`src/verilog/prs_pkg.sv`:
```
// Constants and types for the program counter and return stack unit
// Summary of operation
// - Counter is 21 bits, 2 Mbyte space
// - Fetch above implemented memory returns zero
// - User memory to 5FFFh, kernel block above
// - Reset starts at 0000h, vectors 0008h/0018h
// - Stack holds up to 31 return addresses
// - Calls and interrupt acknowledge push counter
// - Returns pop top entry into counter
// - Calls and returns leave latches unchanged
// - 31x21 storage, 5-bit pointer, reset clears
// - Push increments pointer, then writes entry
// - Pop reads entry, then decrements pointer
// - Full bit7, underflow bit6, pointer bits4-0
// - Flags sticky, cleared by software or power-on
// - Push stores counter as new top
// - Pop only decrements, counter unchanged
// - Errors set flag, optionally request reset
// - Shadow captures status, working, bank on vector
// - Fast return restores the three shadow copies
// - Low byte direct, upper bytes through latches
// - Bit 0 reads zero, fetch adds 2
// - Jumps and calls load counter directly
// - Low write loads counter from latches, low read copies
package prs_pkg;

    // Counter and stack geometry
    localparam int PC_W        = 21;
    localparam int SP_W        = 5;
    localparam int STACK_DEPTH = 31;
    localparam logic [SP_W-1:0] SP_FULL  = 5'h1F;
    localparam logic [SP_W-1:0] SP_EMPTY = 5'h00;

    // Vector and memory map addresses
    localparam logic [PC_W-1:0] RESET_VEC   = 21'h000000;
    localparam logic [PC_W-1:0] INT_VEC_HI  = 21'h000008;
    localparam logic [PC_W-1:0] INT_VEC_LO  = 21'h000018;
    localparam logic [PC_W-1:0] USER_TOP    = 21'h005FFF;
    localparam logic [PC_W-1:0] KERNEL_TOP  = 21'h007FFF;
    localparam logic [PC_W-1:0] FETCH_STEP  = 21'h000002;

    // Register offsets on the plain register port
    localparam int ADDR_W = 4;
    localparam logic [ADDR_W-1:0] OFF_STACK_PTR   = 4'h0;
    localparam logic [ADDR_W-1:0] OFF_TOP_LOW     = 4'h1;
    localparam logic [ADDR_W-1:0] OFF_TOP_HIGH    = 4'h2;
    localparam logic [ADDR_W-1:0] OFF_TOP_UPPER   = 4'h3;
    localparam logic [ADDR_W-1:0] OFF_CNT_LOW     = 4'h4;
    localparam logic [ADDR_W-1:0] OFF_HIGH_LATCH  = 4'h5;
    localparam logic [ADDR_W-1:0] OFF_UPPER_LATCH = 4'h6;
    localparam logic [ADDR_W-1:0] OFF_CONFIG      = 4'h7;

    // Field positions in the stack pointer and config registers
    localparam int BIT_FULL  = 7;
    localparam int BIT_UNDER = 6;
    localparam int BIT_ERREN = 0;
    localparam logic [7:0] CONFIG_RESET = 8'h00;

    // Operations issued by the instruction decoder
    typedef enum logic [3:0] {
        OP_NONE, OP_ADVANCE, OP_CALL, OP_RELATIVE_CALL, OP_JUMP,
        OP_RETURN, OP_RETURN_WITH_LITERAL, OP_RETURN_FROM_INTERRUPT, OP_PUSH, OP_POP, OP_INTACK
    } prs_op_e;

    // Decoder request bundle
    typedef struct packed {
        prs_op_e          op;
        logic [PC_W-1:0]  target;
        logic             fast;
        logic             hiPri;
    } prs_req_s;

    // Core registers saved by the shadow stack
    typedef struct packed {
        logic [7:0] status;
        logic [7:0] working;
        logic [7:0] bank;
    } prs_shadow_s;

    // Register port bundle
    typedef struct packed {
        logic [ADDR_W-1:0] addr;
        logic [7:0]        wdata;
        logic              wr;
        logic              rd;
    } prs_bus_s;

endpackage
```
`src/verilog/prs_core.sv`:
```
// Program counter, return address stack and fast shadow stack
`timescale 1ns/10ps
module prs_core
    import prs_pkg::*;
(
    // Clock and power-on reset
    input  wire logic              sys_clk,
    input  wire logic              resetn,
    // Non power-on device reset, one-cycle pulse
    input  wire logic              devResetReq,
    // Decoder and interrupt requests
    input  wire prs_req_s          coreReq,
    input  wire prs_shadow_s       coreRegs,
    // Program memory word and gated instruction
    input  wire logic [15:0]       memWord,
    output logic [15:0]            instrWord,
    // Counter and restore results
    output logic [PC_W-1:0]        pcOut,
    output prs_shadow_s            restoreRegs,
    output logic                   restoreValid,
    output logic                   stackErrReset,
    // Register port
    input  wire prs_bus_s          regBus,
    output logic [7:0]             regRdata
);

    // Whole state of the unit
    typedef struct packed {
        logic [PC_W-1:0]                  pc;
        logic [7:0]                       highLatch;
        logic [4:0]                       upperLatch;
        logic [STACK_DEPTH-1:0][PC_W-1:0] entries;
        logic [SP_W-1:0]                  index;
        logic                             fullFlag;
        logic                             underFlag;
        logic                             errResetEn;
        prs_shadow_s                      shadow;
        prs_shadow_s                      restore;
        logic                             restoreValid;
        logic                             errReset;
        logic [7:0]                       rdata;
        logic [15:0]                      instr;
    } prs_state_s;

    prs_state_s stateQ;   // Registered state
    prs_state_s stateD;   // Next state

    // Entry at a pointer, zero where the pointer has no storage
    function automatic logic [PC_W-1:0] entryAt(input prs_state_s s,
                                                input logic [SP_W-1:0] idx);
        logic [PC_W-1:0] val;
        val = '0;
        if (idx != SP_EMPTY) begin
            val = s.entries[idx - 5'h01];
        end
        return val;
    endfunction

    // Variables used by the next-state process
    logic                push;
    logic                pop;
    logic [PC_W-1:0]     pushVal;
    logic                setFull;
    logic                setUnder;
    logic [PC_W-1:0]     topVal;
    logic                busWr;
    logic                busRd;

    // Next-state process: core operation, then register access
    always_comb begin
        stateD              = stateQ;
        push                = 1'b0;
        pop                 = 1'b0;
        pushVal             = stateQ.pc;
        setFull             = 1'b0;
        setUnder            = 1'b0;
        topVal              = '0;
        busWr               = regBus.wr;
        busRd               = regBus.rd;
        stateD.restoreValid = 1'b0;
        stateD.errReset     = 1'b0;
        stateD.rdata        = 8'h00;

        // Core operation decode
        case (coreReq.op)
            OP_ADVANCE: begin
                stateD.pc = stateQ.pc + FETCH_STEP;
            end
            OP_CALL, OP_RELATIVE_CALL: begin
                push = 1'b1;
                stateD.pc = {coreReq.target[PC_W-1:1], 1'b0};
            end
            OP_JUMP: begin
                stateD.pc = {coreReq.target[PC_W-1:1], 1'b0};
            end
            OP_RETURN, OP_RETURN_WITH_LITERAL, OP_RETURN_FROM_INTERRUPT: begin
                pop = 1'b1;
                if (coreReq.fast) begin
                    stateD.restore      = stateQ.shadow;
                    stateD.restoreValid = 1'b1;
                end
            end
            OP_PUSH: begin
                // push keeps counter, new top entry
                push = 1'b1;
            end
            OP_POP: begin
                if (stateQ.index == SP_EMPTY) begin
                    setUnder = 1'b1;
                end else begin
                    stateD.index = stateQ.index - 5'h01;
                end
            end
            OP_INTACK: begin
                push = 1'b1;
                stateD.pc = coreReq.hiPri ? INT_VEC_HI : INT_VEC_LO;
                stateD.shadow = coreRegs;
            end
            default: begin
                // No core operation this cycle
            end
        endcase

        // Push sequence
        if (push) begin
            if (stateQ.index == SP_FULL) begin
                // Overflow: no free entry, top is not overwritten
                setFull = 1'b1;
            end else begin
                stateD.index = stateQ.index + 5'h01;
                stateD.entries[stateQ.index] = pushVal;
                // thirty-first entry marks the stack full
                if (stateQ.index + 5'h01 == SP_FULL) begin
                    setFull = 1'b1;
                end
            end
        end

        // Pop sequence
        if (pop) begin
            if (stateQ.index == SP_EMPTY) begin
                // Underflow returns to the reset vector
                setUnder  = 1'b1;
                stateD.pc = RESET_VEC;
            end else begin
                stateD.pc    = entryAt(stateQ, stateQ.index);
                stateD.index = stateQ.index - 5'h01;
            end
        end

        // Top entry as seen by software before this cycle's core operation
        topVal = entryAt(stateQ, stateQ.index);

        // Register writes
        if (busWr) begin
            case (regBus.addr)
                OFF_STACK_PTR: begin
                    // pointer field writable, bit 5 absent
                    stateD.index = regBus.wdata[SP_W-1:0];
                    // flags clear only by writing zero
                    if (!regBus.wdata[BIT_FULL]) begin
                        stateD.fullFlag = 1'b0;
                    end
                    if (!regBus.wdata[BIT_UNDER]) begin
                        stateD.underFlag = 1'b0;
                    end
                end
                OFF_TOP_LOW: begin
                    // Top entry is writable byte by byte
                    if (stateQ.index != SP_EMPTY) begin
                        stateD.entries[stateQ.index - 5'h01][7:0] = regBus.wdata;
                    end
                end
                OFF_TOP_HIGH: begin
                    if (stateQ.index != SP_EMPTY) begin
                        stateD.entries[stateQ.index - 5'h01][15:8] = regBus.wdata;
                    end
                end
                OFF_TOP_UPPER: begin
                    if (stateQ.index != SP_EMPTY) begin
                        stateD.entries[stateQ.index - 5'h01][20:16] =
                            regBus.wdata[4:0];
                    end
                end
                OFF_CNT_LOW: begin
                    // low write loads upper bits from latches
                    stateD.pc = {stateQ.upperLatch, stateQ.highLatch,
                                 regBus.wdata[7:1], 1'b0};
                end
                OFF_HIGH_LATCH: begin
                    // upper counter bytes via latches only
                    stateD.highLatch = regBus.wdata;
                end
                OFF_UPPER_LATCH: begin
                    stateD.upperLatch = regBus.wdata[4:0];
                end
                OFF_CONFIG: begin
                    stateD.errResetEn = regBus.wdata[BIT_ERREN];
                end
                default: begin
                    // Unmapped writes are ignored
                end
            endcase
        end

        // Register reads, data appear in the next cycle
        if (busRd) begin
            case (regBus.addr)
                OFF_STACK_PTR: begin
                    stateD.rdata = {stateQ.fullFlag, stateQ.underFlag, 1'b0,
                                    stateQ.index};
                end
                OFF_TOP_LOW: begin
                    stateD.rdata = topVal[7:0];
                end
                OFF_TOP_HIGH: begin
                    stateD.rdata = topVal[15:8];
                end
                OFF_TOP_UPPER: begin
                    stateD.rdata = {3'h0, topVal[20:16]};
                end
                OFF_CNT_LOW: begin
                    stateD.rdata = {stateQ.pc[7:1], 1'b0};
                    stateD.highLatch  = stateQ.pc[15:8];
                    stateD.upperLatch = stateQ.pc[20:16];
                end
                OFF_HIGH_LATCH: begin
                    stateD.rdata = stateQ.highLatch;
                end
                OFF_UPPER_LATCH: begin
                    stateD.rdata = {3'h0, stateQ.upperLatch};
                end
                OFF_CONFIG: begin
                    stateD.rdata = {7'h00, stateQ.errResetEn};
                end
                default: begin
                    // Unmapped reads return zero
                    stateD.rdata = 8'h00;
                end
            endcase
        end

        // a set in the same cycle wins over a clear
        if (setFull) begin
            stateD.fullFlag = 1'b1;
        end
        if (setUnder) begin
            stateD.underFlag = 1'b1;
        end

        // optional device reset after the flag is set
        if ((setFull || setUnder) && stateQ.errResetEn) begin
            stateD.errReset = 1'b1;
        end

        // zero above implemented memory decodes as no-op
        // kernel block passes memory data unchecked
        if (stateQ.pc > KERNEL_TOP) begin
            stateD.instr = 16'h0000;
        end else begin
            stateD.instr = memWord;
        end

        // Non power-on reset keeps flags, config and entries
        if (devResetReq || stateQ.errReset) begin
            stateD.index        = SP_EMPTY;
            // execution restarts at the reset vector
            stateD.pc           = RESET_VEC;
            stateD.highLatch    = 8'h00;
            stateD.upperLatch   = 5'h00;
            stateD.restoreValid = 1'b0;
            stateD.errReset     = 1'b0;
        end
    end

    // State register, power-on values only
    always_ff @(posedge sys_clk or negedge resetn) begin
        if (!resetn) begin
            // 21-bit counter starts at the reset vector
            stateQ              <= '0;
            stateQ.pc           <= RESET_VEC;
            stateQ.index        <= SP_EMPTY;
            stateQ.errResetEn   <= CONFIG_RESET[BIT_ERREN];
        end else begin
            stateQ <= stateD;
        end
    end

    // Outputs straight from flip-flops
    assign pcOut         = stateQ.pc;
    assign instrWord     = stateQ.instr;
    assign restoreRegs   = stateQ.restore;
    assign restoreValid  = stateQ.restoreValid;
    assign stackErrReset = stateQ.errReset;
    assign regRdata      = stateQ.rdata;

    // calls and returns never touch the latch fields
    // (latches change only on register access or reset above)

endmodule

```
`config.mk`:
```
export PLATFORM = sky130hd
export DESIGN_NAME = prs_core
export DESIGN_NICKNAME = d
export VERILOG_FILES = /design/src/verilog/prs_pkg.sv /design/src/verilog/prs_core.sv
export SDC_FILE = /design/constraint.sdc
export NUM_CORES = 2
export LEC_CHECK = 0
export BUFFER_PORTS_ARGS = -buffer_cell sky130_fd_sc_hd__buf_2
export CAP_MARGIN = 0
export CELL_PAD_IN_SITES_DETAIL_PLACEMENT = 1
export CELL_PAD_IN_SITES_GLOBAL_PLACEMENT = 1
export CORE_MARGIN = 5
export CORE_UTILIZATION = 25
export CTS_CLUSTER_DIAMETER = 80
export DETAILED_ROUTE_END_ITERATION = 16
export PLACE_DENSITY = 0.57
export SYNTH_ARGS = -nofsm -noshare
export SYNTH_HDL_FRONTEND = slang
export SYNTH_SLANG_ARGS = --single-unit
```
`constraint.sdc`:
```
create_clock -name sys_clk -period 7.7 [get_ports sys_clk]
set_input_delay 0.385 -clock sys_clk [delete_from_list [all_inputs] [get_ports sys_clk]]
set_output_delay 0.385 -clock sys_clk [all_outputs]
set_load 0.01 [all_outputs]
```
**After elaboration in Yosys (flattened, before gate mapping)**

Cells that the tools add are included.

- Flip-flop bits (word level): 767
- Bits of input ports: 84
- Output and inout bits: 71
- Word-level logic and storage cells: 155

- Add/subtract/negate cells: 3
- Magnitude comparators: 5
- Eq/ne operators: 21
- Mux-type cells: 59
- Reduce and logical (&&, ||, !) cells: 19

Operators by type and width:

| operator | number |
|---|---|
| bitwise mux 651 bit | 4 |
| two-way mux 651 bit | 3 |
| one-hot mux 651 bit (3 select lines) | 1 |
| two-way mux 656 bit | 2 |
| two-way mux 693 bit | 1 |
| demux 21 bit (select 5 bit) | 4 |
| two-way mux 21 bit | 7 |
| binary-select mux 21 bit (select 5 bit) | 1 |
| one-hot mux 8 bit (8 select lines) | 1 |
| one-hot mux 21 bit (3 select lines) | 1 |
| two-way mux 5 bit | 7 |
| two-way mux 34 bit | 1 |
| equality test 4 x 3 -> 1 bit, second input constant | 8 |
| two-way mux 16 bit | 2 |
| two-way mux 13 bit | 2 |
| two-way mux 8 bit | 3 |
| adder 21 x 2 -> 21 bit, second input constant | 1 |
| > comparator 21 x 15 -> 1 bit, second input constant | 1 |
| two-way mux 1 bit | 17 |
| equality test 4 x 2 -> 1 bit, second input constant | 4 |
| equality test 4 bit, second input constant | 3 |
| less-than comparator 5 x 6 -> 1 bit, second input constant | 2 |
| equality test 5 bit, second input constant | 2 |
| >= comparator 5 x 1 -> 1 bit, second input constant | 2 |
| 16 further kinds | 27 |

**Depth between registers and ports, before layout**

- Word-level depth: 14
- Gate-level depth with buffers: 16
- Mapped depth without buffers: 10

**Worst setup path before layout**

OpenSTA, ideal clock, no wires.

- Path kind: reg2reg
- From: register stateQ[77] in the netlist's numbering
- To: register stateQ, in the netlist regRdata[7]
- Setup time: 0.128 ns
- Arrival: 3.165 ns
- Required time: 7.572 ns
- Path slack: 4.407 ns
- Stages on the path, launching flop included: 15
- Path buffers: 8
- Clock period less this slack: 3.293 ns
- Cell sequence: dfrtp_1 buf_6 buf_4 buf_6 inv_2 ha_1 buf_2 buf_4 buf_4 buf_1 buf_2 mux4_2 or2_2 a41oi_1 a21oi_1

RTL lines:

| item | RTL line | RTL |
|---|---|---|
| start: declaration | prs_core.sv:45 | `prs_state_s stateQ;` |
| start signal: assignment | prs_core.sv:285 | `stateQ <= stateD;` |

==> reports/qor.yml <==
path_max_fanout: 31
seqCellArea_mm2: 0.0192
port_buffers: 153
yosysUniqueCellTypes: 85
first_pass_iters: 5
clock-skew-final_ns: 0.0389
p_leak_uw: 0.0232
vias_per_cell: 5.22
yosys_warnings: 0
synth_ff_type: "dfrtp_1"
start_util: 0.252
synth_top_area_share: 0.450
ys_seq_area_frac: 0.450
grt_pass1_wl_um: 255000
final_area_mm2: 0.0488
clock-sinks: 767
met1Wirelength_um: 78000
path_delay_family: "compound AO/OA/AOI/OAI gates"
cts_resized: 0
placed_cell_area_mm2: 0.0453
core_region_area_mm2: 0.169
nFillCells: 19200
crit_chain: "inv_1 > ha_4 > o21ba_1 > mux2_2 > a31oi_2 > o22ai_1 > nor4_1 > a221oi_1 > a21oi_1"
synthTopCellsByArea: "dfrtp_1 45%, mux2i_1 14%, mux4_2 6.9%, o21ai_0 6.7%, nand2_1 5.8%"
yosys.area.top_type: "dfrtp_1"
num_vias: 34900
cpMaxStageDelayCell: "nor4_1"
ant_nets: 0
rows: 151
cts_buffer_depth: 3
die_area_mm2: 0.179
synth_edf_count: 0
whs_ns: 0.0582
max_freq_mhz: 209
grt_pass1_vias: 36000
ys_ff_latch: 767
arrival_ns: 5.41
finalCritPeriodShare: 0.622
diodes: 0
wl_met2_um: 78700
area_delta_synth_final_pct: 14.5
cts_setup_buffers: 0
final_nets: 4475
numCtsBuffers: 93
grt_max_degree: 165
start_kind: "flip-flop"
utilization: 0.288
drc: 0
critPathMaxStageDelay_ns: 0.99
timing.final.hold_violations: 0
cellPowerDensity_mw_per_mm2: 239
cts_root_buf: "clkbuf_16"
setup.worst_path.end_class: "flip-flop"
highest_layer: "met4"
worst-path-buf-inv: 1
cts_tree: "yes"
crit_type: "flip-flop to flip-flop"
syn-instance-count: 4441
max-slew-margin-rel: 0.106
wl_met3_um: 8820
netlist_area_mm2: 0.0426
routed_wl_um: 172000
postCtsHoldBufs: 43
fp.dieW_um: 423
htreeDepth: 3
min_period_ns: 4.79
synthArstFlopShare: 1.00
grt_setup_unrepaired: "false"
synth_area_per_cell_um2: 9.60
wire_per_inst_um: 25.8
hold_class: "primary input to flip-flop"
cts.clk_slew.worst_paths_ns: 0.06
drtIter0Drc: 2866
cp.required_ns: 8.32
gr-usage-all-layers: 0.187
maxSlewViolCount: 0
io_pins: 155
vdd_ir_drop_max_uv: 160
insertion_delay_ns: 0.71
status: "finished clean"
syn_nets: 4531
drive_gt1_frac: 0.162
tns_ns: 0
antenna_found_initial: 4
dp_hpwl_um: 109000
die_h_um: 423
worst_pin_slew_ns: 1.33
grt_overflow: 0
gp_congestion: 0.916
multi_input_area_mm2: 0.0212
finalSetupViolCount: 0
maxCapViolations: 0
-- metal layers --
metal	global-route usage	vias to the layer above
li1	-	15500
met1	0.256	18100
met2	0.302	947
met3	0.0276	250
met4	0.0699	0
met5	0	-
-- worst register-to-register path: stages (launching register included) --
cell,delay [ns]
dfrtp_1,0.63
inv_1,0.24
ha_4,0.45
o21ba_1,0.27
mux2_2,0.33
a31oi_2,0.80
o22ai_1,0.42
nor4_1,0.99
a221oi_1,0.32
a21oi_1,0.26
-- power by group --
part | internal [uW] | switching (uW) | total (uW)
combinational | 826 | 1680 | 2500
clock | 2640 | 1880 | 4520
sequential | 4400 | 230 | 4630
total | 7870 | 3790 | 11700
-- layout by cell type (no fill, tap or decap), types with 30 or more instances in the layout --
| cell | netlist | routed |
|---|---|---|
| o22ai_1 | 41 | 41 |
| nand3_1 | 37 | 36 |
| o21ai_0 | 568 | 568 |
| mux2i_1 | 598 | 598 |
| a211oi_1 | 30 | 30 |
| mux2_2 | 57 | 57 |
| mux4_2 | 130 | 130 |
| a21oi_1 | 331 | 329 |
| nand2_1 | 664 | 664 |
| nor3_1 | 82 | 73 |
| nor2_1 | 344 | 342 |
| dlygate4sd3_1 | 0 | 43 |
| buf_2 | 77 | 145 |
| dfrtp_1 | 767 | 749 |
| clkbuf_16 | 0 | 96 |
| buf_4 | 83 | 153 |
-- sequential cells by signal (all words and copies together) (netlist names) --
name           flops
instrWord         16
restoreRegs       24
stateQ           696
regRdata           8
restoreValid       1
stackErrReset      1
pcOut             21
-- final cells by class --
class	count	area share
Timing Repair Buffer	349	0.0504
Clock buffer	137	0.0571
Tap cell	2218	0.0569
Inverter	10	0.000769
Clock inverter	35	0.00656
Multi-Input combinational cell	3164	0.435
Sequential cell	767	0.394
-- Yosys cell counts (27+ instances only) --
| cell type | number |
|---|---|
| a211oi_1 | 30 |
| a21oi_1 | 331 |
| and2_1 | 28 |
| buf_1 | 27 |
| buf_2 | 77 |
| buf_4 | 83 |
| clkbuf_1 | 309 |
| dfrtp_1 | 767 |
| mux2_2 | 57 |
| mux2i_1 | 598 |
| mux4_2 | 130 |
| nand2_1 | 664 |
| nand3_1 | 37 |
| nor2_1 | 344 |
| nor3_1 | 82 |
| o21ai_0 | 568 |
| o22ai_1 | 41 |
-- worst paths after layout --
| kind | startpoint | end | slack, ns | depth (start not counted) |
|---|---|---|---|---|
| setup / recovery | stateQ[78]$_DFF_PN0_ | regRdata[2]$_DFF_PN0_ | 2.91 | 9 |
| hold / removal | regBus[8] | stateQ[550]$_DFF_PN0_ | 0.06 | 3 |
| setup reg to reg | stateQ[78]$_DFF_PN0_ | regRdata[2]$_DFF_PN0_ | 2.91 | 9 |
| hold reg to reg | restoreRegs[7]$_DFFE_PN0P_ | restoreRegs[7]$_DFFE_PN0P_ | 0.50 | 1 |
| max in group asynchronous | resetn | stateQ[92]$_DFF_PN0_ | 5.36 | 4 |
| min in group asynchronous | resetn | instrWord[0]$_DFF_PN0_ | 0.31 | 2 |
-- cells by family after synthesis --
kind of cell             after synthesis  synth area share
AND/OR/NAND/NOR                     1275             0.127
XOR/XNOR                               4           0.00126
buffers and inverters                510            0.0550
flip-flops                           767             0.450
multiplexers                         785             0.224
AO/OA/AOI/OAI                       1094             0.140
adder cells (fa/ha/maj)                6           0.00176
-- through the flow --
stage,cells,setup WS [ns],total power [uW]
2_1_floorplan,4441,4.41,6120
3_3_place_gp,6465,3.11,7120
3_5_place_dp,6465,3.10,7170
4_1_cts,6680,3.07,11800
5_1_grt,6680,2.77,12100
6_report,6680,2.91,11700
No activity file was read; power rests on OpenSTA's default activity.
